`src/rtl/uart_port_map.vh`:
```
// constants for the serial register access port
`ifndef UART_PORT_MAP_VH
`define UART_PORT_MAP_VH
`define SYNC_BYTE 8'hFE
`define RW_BIT 7
`define CLK_HZ 40000000
`define RESP_MS 5
`define HOST_GAP_MS 20
`define RESP_CYCLES ((`CLK_HZ / 1000) * `RESP_MS)
`define HOST_GAP_CYCLES ((`CLK_HZ / 1000) * `HOST_GAP_MS)
`define TX_GAP_BITS 5
`define TX_GAP_USED 1
`define MIN_BIT_CYCLES 16'h0080
`define MAX_BIT_CYCLES 16'h4E20
`endif

```
`src/rtl/uart_register_access_port.v`:
```
// serial register access port with baud detection and checksums
// What this block does
// - eight data bits, no parity
// - six byte transaction opened by FEH
// - address byte: bit7 rw, bits6-0 address
// - respond within 5 ms after good checksum
// - response byte gaps at most five bits
// - abort when host byte gap exceeds 20ms
// - abort drops bytes until next FEH
// - baud measured from FEH, 2400/9600
// - data bits least significant first
// - transmit pin released when not sending
// - write: five host bytes, one reply
// - read: three host bytes, three replies
// - checksum is eight bit unsigned sum
// - write checksum is address plus data
// - read: host sum address, reply sum data
// - port active only with select high
// - last transferred word kept readable while select is high
`include "uart_port_map.vh"
`default_nettype none
module uart_register_access_port #(
  parameter RESP_CYCLES = `RESP_CYCLES,
  parameter HOST_GAP_CYCLES = `HOST_GAP_CYCLES
) (
  // clock and reset
  input wire ref_clk,
  input wire reset,
  // serial pins
  input wire interface_select_pin,
  input wire serial_receive_pin,
  output wire serial_transmit_pin,
  output wire serial_transmit_oe_n,
  // register bank
  output reg [6:0] reg_addr,
  output reg reg_write,
  output reg reg_read,
  output reg [15:0] reg_wdata,
  input wire [15:0] reg_rdata,
  output reg [15:0] last_transfer_value
);
  localparam S_SYNC = 3'd0;
  localparam S_ADDR = 3'd1;
  localparam S_DHI = 3'd2;
  localparam S_DLO = 3'd3;
  localparam S_SUM = 3'd4;
  localparam S_RESP = 3'd5;
  localparam R_IDLE = 2'd0;
  localparam R_DATA = 2'd1;
  localparam R_STOP = 2'd2;
  localparam R_MEAS = 2'd3;

  function [7:0] sum8;
    input [7:0] a;
    input [7:0] b;
    input [7:0] c;
    begin
      sum8 = a + b + c;
    end
  endfunction

  reg [2:0] st_q;
  reg [1:0] rx_st_q;
  reg rx_prev_q;
  reg [15:0] bit_len_q;
  reg [15:0] meas_q;
  reg [15:0] rx_cnt_q;
  reg [2:0] rx_bit_q;
  reg [7:0] rx_sh_q;
  reg rx_valid_q;
  reg [7:0] rx_byte_q;
  reg [31:0] gap_q;
  reg [7:0] addr_q;
  reg [7:0] dhi_q;
  reg [7:0] dlo_q;
  reg [1:0] tx_left_q;
  reg [23:0] tx_buf_q;
  reg tx_busy_q;
  reg [3:0] tx_bit_q;
  reg [9:0] tx_sh_q;
  reg [15:0] tx_cnt_q;
  reg tx_out_q;

  wire active = interface_select_pin;
  wire is_read = addr_q[`RW_BIT];
  wire fall = rx_prev_q & ~serial_receive_pin;
  wire gap_out = (st_q != S_SYNC) && (st_q != S_RESP) && (gap_q >= HOST_GAP_CYCLES);

  assign serial_transmit_pin = tx_out_q;
  assign serial_transmit_oe_n = ~tx_busy_q;

  // receiver: idle measures the sync byte, bit length from its first low run
  always @(posedge ref_clk) begin
    if (reset || !active) begin
      rx_st_q <= R_IDLE;
      rx_prev_q <= 1'b1;
      bit_len_q <= 16'h0000;
      meas_q <= 16'h0000;
      rx_cnt_q <= 16'h0000;
      rx_bit_q <= 3'd0;
      rx_sh_q <= 8'h00;
      rx_valid_q <= 1'b0;
      rx_byte_q <= 8'h00;
    end else begin
      rx_prev_q <= serial_receive_pin;
      rx_valid_q <= 1'b0;
      case (rx_st_q)
        R_IDLE: begin
          if (fall) begin
            if (st_q == S_SYNC) begin
              // FEH: start and bit0 low give two bit times of low
              rx_st_q <= R_MEAS;
              meas_q <= 16'h0001;
            end else begin
              rx_st_q <= R_DATA;
              rx_cnt_q <= bit_len_q + {1'b0, bit_len_q[15:1]};
              rx_bit_q <= 3'd0;
            end
          end
        end
        R_MEAS: begin
          meas_q <= meas_q + 16'h0001;
          if (serial_receive_pin) begin
            bit_len_q <= {1'b0, meas_q[15:1]};
            // bits 1..7 are sampled as data from mid bit: skipping straight to the stop
            // bit would overflow the counter at the slow rate and let a false sync through
            rx_cnt_q <= {2'b00, meas_q[15:2]};
            rx_bit_q <= 3'd1;
            rx_sh_q <= 8'h00;
            rx_st_q <= R_DATA;
          end
        end
        R_DATA: begin
          if (rx_cnt_q != 16'h0000) begin
            rx_cnt_q <= rx_cnt_q - 16'h0001;
          end else begin
            rx_sh_q <= {serial_receive_pin, rx_sh_q[7:1]};
            rx_cnt_q <= bit_len_q - 16'h0001;
            rx_bit_q <= rx_bit_q + 3'd1;
            if (rx_bit_q == 3'd7) begin
              rx_st_q <= R_STOP;
            end
          end
        end
        default: begin
          if (rx_cnt_q != 16'h0000) begin
            rx_cnt_q <= rx_cnt_q - 16'h0001;
          end else begin
            rx_st_q <= R_IDLE;
            // stop must be high and the measured rate plausible
            if (serial_receive_pin && bit_len_q >= `MIN_BIT_CYCLES && bit_len_q <= `MAX_BIT_CYCLES) begin
              rx_valid_q <= 1'b1;
              rx_byte_q <= rx_sh_q;
            end
          end
        end
      endcase
    end
  end

  // transaction sequencer
  always @(posedge ref_clk) begin
    if (reset || !active) begin
      st_q <= S_SYNC;
      gap_q <= 32'h0000_0000;
      addr_q <= 8'h00;
      dhi_q <= 8'h00;
      dlo_q <= 8'h00;
      reg_addr <= 7'h00;
      reg_write <= 1'b0;
      reg_read <= 1'b0;
      reg_wdata <= 16'h0000;
      last_transfer_value <= 16'h0000;
      tx_left_q <= 2'd0;
      tx_buf_q <= 24'h00_0000;
    end else begin
      reg_write <= 1'b0;
      reg_read <= 1'b0;
      // only idle line time counts, so a slow byte never eats into the host gap
      if (rx_valid_q || rx_st_q != R_IDLE) begin
        gap_q <= 32'h0000_0000;
      end else if (gap_q != 32'hFFFF_FFFF) begin
        gap_q <= gap_q + 32'h0000_0001;
      end
      if (gap_out) begin
        st_q <= S_SYNC;
      end else begin
        case (st_q)
          S_SYNC: begin
            if (rx_valid_q && rx_byte_q == `SYNC_BYTE) begin
              st_q <= S_ADDR;
            end
          end
          S_ADDR: begin
            if (rx_valid_q) begin
              addr_q <= rx_byte_q;
              st_q <= rx_byte_q[`RW_BIT] ? S_SUM : S_DHI;
            end
          end
          S_DHI: begin
            if (rx_valid_q) begin
              dhi_q <= rx_byte_q;
              st_q <= S_DLO;
            end
          end
          S_DLO: begin
            if (rx_valid_q) begin
              dlo_q <= rx_byte_q;
              st_q <= S_SUM;
            end
          end
          S_SUM: begin
            if (rx_valid_q) begin
              st_q <= S_SYNC;
              if (is_read && rx_byte_q == addr_q) begin
                reg_addr <= addr_q[6:0];
                reg_read <= 1'b1;
                st_q <= S_RESP;
              end else if (!is_read && rx_byte_q == sum8(addr_q, dhi_q, dlo_q)) begin
                reg_addr <= addr_q[6:0];
                reg_wdata <= {dhi_q, dlo_q};
                reg_write <= 1'b1;
                last_transfer_value <= {dhi_q, dlo_q};
                tx_buf_q <= {sum8(addr_q, dhi_q, dlo_q), 16'h0000};
                tx_left_q <= 2'd1;
              end
            end
          end
          S_RESP: begin
            // register data is sampled in the same cycle that the read strobe is high
            last_transfer_value <= reg_rdata;
            tx_buf_q <= {reg_rdata, sum8(reg_rdata[15:8], reg_rdata[7:0], 8'h00)};
            tx_left_q <= 2'd3;
            st_q <= S_SYNC;
          end
          default: st_q <= S_SYNC;
        endcase
      end
      if (!tx_busy_q && tx_left_q != 2'd0 && st_q != S_RESP) begin
        tx_left_q <= tx_left_q - 2'd1;
        tx_buf_q <= {tx_buf_q[15:0], 8'h00};
      end
    end
  end

  // transmitter: bytes go back to back, reply starts within a few cycles
  always @(posedge ref_clk) begin
    if (reset || !active) begin
      tx_busy_q <= 1'b0;
      tx_bit_q <= 4'h0;
      tx_sh_q <= 10'h3FF;
      tx_cnt_q <= 16'h0000;
      tx_out_q <= 1'b1;
    end else if (!tx_busy_q) begin
      tx_out_q <= 1'b1;
      if (tx_left_q != 2'd0 && st_q != S_RESP) begin
        tx_busy_q <= 1'b1;
        tx_sh_q <= {1'b1, tx_buf_q[23:16], 1'b0};
        tx_bit_q <= 4'h0;
        tx_cnt_q <= 16'h0000;
      end
    end else if (tx_cnt_q != 16'h0000) begin
      tx_cnt_q <= tx_cnt_q - 16'h0001;
    end else if (tx_bit_q == 4'd10) begin
      tx_busy_q <= 1'b0;
      tx_out_q <= 1'b1;
    end else begin
      tx_out_q <= tx_sh_q[0];
      tx_sh_q <= {1'b1, tx_sh_q[9:1]};
      tx_bit_q <= tx_bit_q + 4'h1;
      tx_cnt_q <= bit_len_q - 16'h0001;
    end
  end
endmodule // uart_register_access_port
`default_nettype wire

```
`config.mk`:
```
export PLATFORM = sky130hd
export DESIGN_NAME = uart_register_access_port
export DESIGN_NICKNAME = d
export VERILOG_FILES = /design/src/rtl/uart_register_access_port.v
export VERILOG_INCLUDE_DIRS = /design/src /design/src/rtl
export SDC_FILE = /design/constraint.sdc
export NUM_CORES = 1
export LEC_CHECK = 0
export ABC_AREA = 1
export BUFFER_PORTS_ARGS = -buffer_cell sky130_fd_sc_hd__buf_4
export CAP_MARGIN = 30
export CORE_MARGIN = 3
export CORE_UTILIZATION = 40
export DETAILED_ROUTE_END_ITERATION = 8
export PLACE_DENSITY = 0.53
export SETUP_SLACK_MARGIN = 0.5
export SLEW_MARGIN = 20
export SYNTH_ARGS = -nofsm -noshare
export SYNTH_HDL_FRONTEND = slang
export SYNTH_SLANG_ARGS = --single-unit
```
`constraint.sdc`:
```
create_clock -name ref_clk -period 6.3 [get_ports ref_clk]
set_input_delay 0.945 -clock ref_clk [delete_from_list [all_inputs] [get_ports ref_clk]]
set_output_delay 0.945 -clock ref_clk [all_outputs]
set_load 0.1 [all_outputs]
```
==> impl_metrics.env, run 1 <==
export IMPL_diodes=0
export IMPL_synth_xor_area_frac=0.0412
export IMPL_finalMaxSlewViolations=0
export IMPL_clock_sinks=227
export IMPL_crit_fanout=18
export IMPL_power_leakage_nw=6.45
export IMPL_crit_type="flip-flop to flip-flop"
export IMPL_grt_max_degree=57
export IMPL_cts_setup_buffers=0
export IMPL_synth_area_um2=13200
export IMPL_ctsHoldBuffers=0
export IMPL_synthAdderAreaFrac=0.0769
export IMPL_synth_compound_area_frac=0.186
export IMPL_final_util=0.463
export IMPL_hold_path_end="tx_sh_q[8]"
export IMPL_worstRegToRegCells=18
export IMPL_yosysUniqueCellTypes=53
export IMPL_min_path_cells=2
export IMPL_synthArstFlopShare=0
export IMPL_worst_pin_slew_ps=675
export IMPL_drt_iter0_drc=853
export IMPL_skew_ps=13.5
export IMPL_drc_errors=0
export IMPL_clock_path_buffers=3
export IMPL_ios=63
export IMPL_antenna_found_initial=0
export IMPL_grt_overflow=0
export IMPL_core_um2=32000
export IMPL_dpl_hpwl_mm=29.0
export IMPL_fin_crit_sh=0.563
export IMPL_setup_violations=0
export IMPL_cts_made_buffers=27
export IMPL_row_count=65
export IMPL_finalWirelength_mm=39.0
export IMPL_syn_avg_cell_area_um2=6.89
export IMPL_ant_nets=0
export IMPL_start_kind="flip-flop"
export IMPL_cp_data_arrival_time_ps=4030
export IMPL_numPortBuffers=62
export IMPL_path_clk_slew_ps=60
export IMPL_worstSetupEndpointType="flip-flop"
export IMPL_synth_top_family_by_area="simple AND/OR/NAND/NOR gates"
export IMPL_p_per_area_nw_per_um2=228
export IMPL_r2r_start="addr_q[1]"
export IMPL_die_area_um2=35200
export IMPL_via_per_inst=5.20
export IMPL_fmax_mhz=282
export IMPL_synth_edff_count=0
export IMPL_grt_usage=0.217
export IMPL_drive_above_1_share=0.0854
export IMPL_htreeDepth=1
export IMPL_vias=12500
export IMPL_syn_to_final_growth_pct=12.5
export IMPL_rr_endpoint="reg_addr[0]"
export IMPL_synth_nets=2008
export IMPL_clock_latency_ps=540
export IMPL_first_global_vias=11800
export IMPL_routedWlPerCell_um=16.2
export IMPL_min_path_type="flip-flop to flip-flop"
export IMPL_synthCells=1913
export IMPL_ys_warn_count=0
export IMPL_cp_required_ps=6780
export IMPL_cts_resized=0
export IMPL_synth_main_ff_cell="dfxtp_1"
export IMPL_layout_min_cycle_time_ps=3550
export IMPL_grt_pass1_wl_mm=63.2
export IMPL_synth_simple_area_share=0.265
export IMPL_fp_dieW_um=188
export IMPL_finalHoldViolCount=0
export IMPL_setup_tns_ps=0
export IMPL_synth_seq_cells=227
export IMPL_ys_seq_area_frac=0.345
export IMPL_clockRootBuffer="clkbuf_16"
export IMPL_first_pass_iters=5
export IMPL_die_height_um=188
export IMPL_vdd_drop_max_uv=198
export IMPL_place_congestion=0.875
export IMPL_outcome="completed"
export IMPL_start_util=0.412
export IMPL_rsz0062_at_grt="false"
export IMPL_reg2reg_slack_ps=2750
export IMPL_synthMuxAreaShare=0
export IMPL_relSlewSlack=0.550
export IMPL_cts_tree="done"
export IMPL_min_delay_start="tx_sh_q[8]"
export IMPL_nNetsFinal=2044
export IMPL_maxCapViolCount=0
-- cell families after synthesis --
kind of cell    after synthesis
compound gates              451
buf+inv                     288
xor+xnor                     62
simple gates                810
flops                       227
fa+ha+maj                    75
-- layout by cell type (no fill, tap or decap), types with 2 or more instances in the layout --
cell and n:
a211o_1 6, a211oi_1 12, a21oi_1 190, a21oi_2 3, a22o_1 6, a22oi_1 3
a31oi_1 6, buf_4 69, clkbuf_1 8, clkbuf_16 27, clkbuf_8 7, clkinv_2 2
dfxtp_1 227, fa_1 10, ha_1 65, inv_1 207, inv_2 17, nand2_1 381
nand2_2 5, nand3_1 72, nand3b_1 2, nand4_1 43, nand4_2 2, nor2_1 229
nor2_2 5, nor2_4 7, nor3_1 31, nor3_2 4, nor4_1 12, o211ai_1 6
o21a_1 7, o21ai_0 189, o21ai_1 3, o221ai_1 8, o22ai_1 4, o31ai_1 3
or2_2 10, xnor2_1 20, xor2_1 42
-- Yosys cell counts, drive strengths merged (2+ instances only) --
| cell type | n | area, um^2 |
|---|---|---|
| fa | 10 | 200 |
| dfxtp | 227 | 4540 |
| o211ai | 6 | 45.0 |
| a21oi | 193 | 977 |
| nand2 | 387 | 1470 |
| nand3b | 2 | 15.0 |
| nor3 | 35 | 190 |
| or2 | 10 | 62.6 |
| o31ai | 3 | 22.5 |
| o21a | 7 | 52.6 |
| inv | 225 | 847 |
| buf | 24 | 153 |
| a22o | 6 | 52.6 |
| xor2 | 42 | 368 |
| o22ai | 4 | 25.0 |
| a22oi | 3 | 22.5 |
| o21ai | 193 | 970 |
| a211oi | 12 | 90.1 |
| o221ai | 8 | 70.1 |
| ha | 65 | 813 |
| a211o | 6 | 52.6 |
| nor4 | 13 | 87.6 |
| xnor2 | 20 | 175 |
| nand3 | 74 | 388 |
| a31oi | 6 | 37.5 |
| nor2 | 241 | 960 |
| clkbuf | 39 | 148 |
| nand4 | 45 | 294 |
-- power by group --
| group | leakage (nW) | switching (mW) | internal, mW |
|---|---|---|---|
| Clock | 0.419 | 0.617 | 0.908 |
| Sequential | 1.83 | 0.0140 | 1.45 |
| Combinational | 4.20 | 0.270 | 0.131 |
| Total | 6.45 | 0.900 | 2.49 |
-- worst max path at each step --
stage / start / end
floorplan: addr_q[1] / last_transfer_value[0]
global placement: addr_q[1] / reg_addr[5]
detailed placement: addr_q[1] / reg_addr[1]
CTS: addr_q[1] / reg_addr[1]
global route: addr_q[1] / reg_addr[1]
finish: addr_q[1] / reg_addr[0]
-- layout make-up --
cell class                      instances  area (um^2)
Fill cell                            3446        17200
Multi-Input combinational cell       1398         7510
Sequential cell                       227         4540
Inverter                              225          847
Clock buffer                           42          802
Tap cell                              435          544
Timing Repair Buffer                   70          533
Clock inverter                          5         56.3
-- routing by layer --
metal / GRT usage / vias to the layer above / routed length [um] / part of all wire
met1: 0.313 / 5812 / 19300 / 0.49
met4: 0.0444 / 0 / 729 / 0.019
li1: - / 6391 / - / -
met5: 0 / - / 0 / 0
met3: 0.0219 / 51 / 1440 / 0.037
met2: 0.354 / 234 / 17600 / 0.45
-- flip-flops by register name, indices dropped and copies added, names as in the netlist, 3 cells and up --
| register | flops |
|---|---|
| gap_q | 32 |
| tx_buf_q | 24 |
| last_transfer_value | 16 |
| meas_q | 16 |
| reg_wdata | 16 |
| rx_cnt_q | 16 |
| tx_cnt_q | 16 |
| bit_len_q | 15 |
| tx_sh_q | 9 |
| addr_q | 8 |
| dhi_q | 8 |
| dlo_q | 8 |
| rx_byte_q | 8 |
| rx_sh_q | 8 |
| reg_addr | 7 |
| tx_bit_q | 4 |
| rx_bit_q | 3 |
| st_q | 3 |
-- per-stage QoR --
step / hold WS [ps] / total power [mW] / area (um^2) / instances / setup slack (ps)
after floorplan: 429 / 1.79 / 13200 / 1913 / 3370
after global placement: 442 / 1.89 / 14000 / 2354 / 2780
after detailed placement: 447 / 1.89 / 14000 / 2354 / 2700
after CTS: 462 / 3.42 / 14800 / 2401 / 2700
after global routing: 473 / 3.54 / 14800 / 2402 / 2440
final: 459 / 3.39 / 14800 / 2402 / 2750
-- worst max-delay path: stages, from the launching register on --
cell and delay (ps):
dfxtp_1 360, fa_1 550, ha_1 200, inv_1 60, fa_1 520, inv_1 50, nand2_1 60, nand2_1 40
nor2_1 80, nand2_1 60, nor2_1 90, nand2_1 60, nor2_1 80, nand2_1 90, nor2_4 180, nand4_2 440
nand2_1 410, nor2_1 70, nor2_1 100
Note: power is estimated with default switching activity, not from simulation.
==> inputs of run 2 (changes only) <==
PLACE_DENSITY = 0.55   (was 0.53)
clock period = 3.2 ns   (was 6.3 ns; I/O delays follow)
==> run 2 against run 1 <==
Against the previous run:
- setup slack lost 2600 ps
- worst hold slack got worse by 240 ps
- count of clock-buffer cells in the layout fell by 7
- sequential power grew 97%
- maximum frequency grew 16%
- final cell count grew 1.0%
- wire length shrank 0.46%
- die area did not move
- power grew 110%
- sequential share of layout area down 0.95 points
- non-clock buffer count is 22 higher
==> impl_metrics.env, run 2 (synthesis gave the netlist of run 1 again) <==
export IMPL_top_regs="gap_q: 32 flops, tx_buf_q: 24 flops"
export IMPL_start_util=0.412
export IMPL_instances_no_fill=2427
export IMPL_fin_crit_sh=0.954
export IMPL_maxCapViolCount=0
export IMPL_cts_made_buffers=27
export IMPL_first_pass_iters=6
export IMPL_power_leakage_nw=6.65
export IMPL_grt_overflow=0
export IMPL_nNetsFinal=2066
export IMPL_power_total_mw=6.99
export IMPL_crit_type="flip-flop to flip-flop"
export IMPL_fill_cells=3357
export IMPL_grt_usage=0.217
export IMPL_setup_violations=0
export IMPL_worst_slack_ps=148
export IMPL_holdWs_ps=215
export IMPL_cts_tree="done"
export IMPL_outcome="completed"
export IMPL_fp_dieW_um=188
export IMPL_worstSetupEndpointType="flip-flop"
export IMPL_vias=12600
export IMPL_die_height_um=188
export IMPL_cp_required_ps=3700
export IMPL_dpl_hpwl_mm=28.9
export IMPL_clock_path_buffers=3
export IMPL_r2r_start="addr_q[1]"
export IMPL_syn_to_final_growth_pct=16.2
export IMPL_start_kind="flip-flop"
export IMPL_cp_data_arrival_time_ps=3550
export IMPL_finalHoldViolCount=0
export IMPL_largest_reg_flops=32
export IMPL_dpl_worst_slack_ps=69.2
export IMPL_drc_errors=0
export IMPL_row_count=65
export IMPL_layout_common_cells="nand2_1, dfxtp_1, nor2_1"
export IMPL_grt_pass1_wl_mm=63.6
export IMPL_dp_cells=2369
export IMPL_numPortBuffers=62
export IMPL_worstRegToRegCells=19
export IMPL_drive_above_1_share=0.114
export IMPL_grt_max_degree=59
export IMPL_fmax_mhz=328
export IMPL_diodes=0
export IMPL_first_global_vias=12000
export IMPL_layout_cells_most_common="nand2_1"
export IMPL_htreeDepth=1
export IMPL_min_path_type="primary input to flip-flop"
export IMPL_routedWlPerCell_um=16.0
export IMPL_rr_endpoint="last_transfer_value[2]"
export IMPL_p_per_area_nw_per_um2=456
export IMPL_register_area_um2=4550
export IMPL_layout_min_cycle_time_ps=3050
export IMPL_rsz0062_at_grt="true"
export IMPL_antenna_found_initial=1
export IMPL_crit_fanout=8
export IMPL_path_clk_slew_ps=60
export IMPL_clockRootBuffer="clkbuf_16"
export IMPL_core_um2=32000
export IMPL_relSlewSlack=0.449
export IMPL_drt_iter0_drc=844
export IMPL_vdd_drop_max_uv=386
export IMPL_min_path_cells=3
export IMPL_die_area_um2=35200
export IMPL_top_register="gap_q"
export IMPL_finalMaxSlewViolations=0
export IMPL_reg2reg_slack_ps=150
export IMPL_skew_ps=21.1
export IMPL_clock_latency_ps=560
export IMPL_place_congestion=0.917
export IMPL_hold_path_end="rx_prev_q"
export IMPL_ant_nets=0
export IMPL_setup_tns_ps=0
export IMPL_finalWirelength_mm=38.8
export IMPL_worst_pin_slew_ps=824
export IMPL_multiInputGateArea_um2=7650
export IMPL_clock_sinks=227
export IMPL_ios=63
export IMPL_via_per_inst=5.19
export IMPL_min_delay_start="serial_receive_pin"
[run 2: cell types whose count changed in the layout (fill, tap and decap cells not counted), moves of 6 or more]
cell,previous run,this run
nor2_2,5,11
buf_4,69,85
clkbuf_1,8,2
o21ai_2,1,12
nor2_1,229,223
o21ai_0,189,165
o21ai_1,3,16
[run 2: worst max-delay path: stages, from the launching register on]
cell     delay, ps
dfxtp_2        330
fa_1           540
ha_2           180
inv_2           40
fa_1           510
inv_1           50
nand2_1         60
nand2_1         40
nor2_1          80
nand2_1         60
nor2_1          90
nand2_1         70
nor2_2          90
nand2_2         70
nor2_4         160
nand3_4        170
nand2_8        140
buf_12         130
o21ai_0         70
nor2_1         100
[run 2: worst max-delay path by stage]
stage / from / to / slack, ps
2_1_floorplan: addr_q[1] / last_transfer_value[0] / 290
3_3_place_gp: addr_q[1] / reg_wdata[0] / 80
3_5_place_dp: addr_q[1] / reg_wdata[1] / 70
4_1_cts: addr_q[1] / tx_buf_q[22] / 150
5_1_grt: addr_q[1] / last_transfer_value[3] / -110
6_report: addr_q[1] / last_transfer_value[2] / 150
[run 2: area by class of cell]
cell class | instances | share of cell area
Inverter | 225 | 0.0556
Tap cell | 435 | 0.0355
Clock buffer | 35 | 0.0500
Sequential cell | 227 | 0.297
Timing Repair Buffer | 92 | 0.0497
Multi-Input combinational cell | 1398 | 0.499
Clock inverter | 15 | 0.0133
[run 2: where the power goes]
| part | leakage, nW | internal (mW) | total [mW] | switching [mW] |
|---|---|---|---|---|
| Clock | 0.481 | 2.02 | 3.30 | 1.28 |
| Combinational | 4.34 | 0.270 | 0.809 | 0.540 |
| Sequential | 1.83 | 2.85 | 2.88 | 0.0283 |
| Total | 6.65 | 5.14 | 6.99 | 1.85 |
[run 2: through the flow]
stage                     cell area (um^2)  utilization
after floorplan                      13200            -
after global placement               14100        0.440
after detailed placement             14100        0.440
after CTS                            15200        0.475
after global routing                 15300        0.478
final                                15300        0.478
[run 2: timing repair]
item                                    in CTS  in global routing
endpoints found under the setup margin      66                 77
hold buffers                                 0                  0
buffers inserted                             5                  3
cloned                                       0                  0
pin swaps                                    7                  8
gates resized for setup                     36                 29
[run 2: layer usage]
layer	vias up	routed length, um	GRT usage
li1	6439	-	-
met3	53	1770	0.0305
met2	274	16800	0.332
met1	5827	19500	0.323
met5	-	0	0
met4	0	754	0.0488
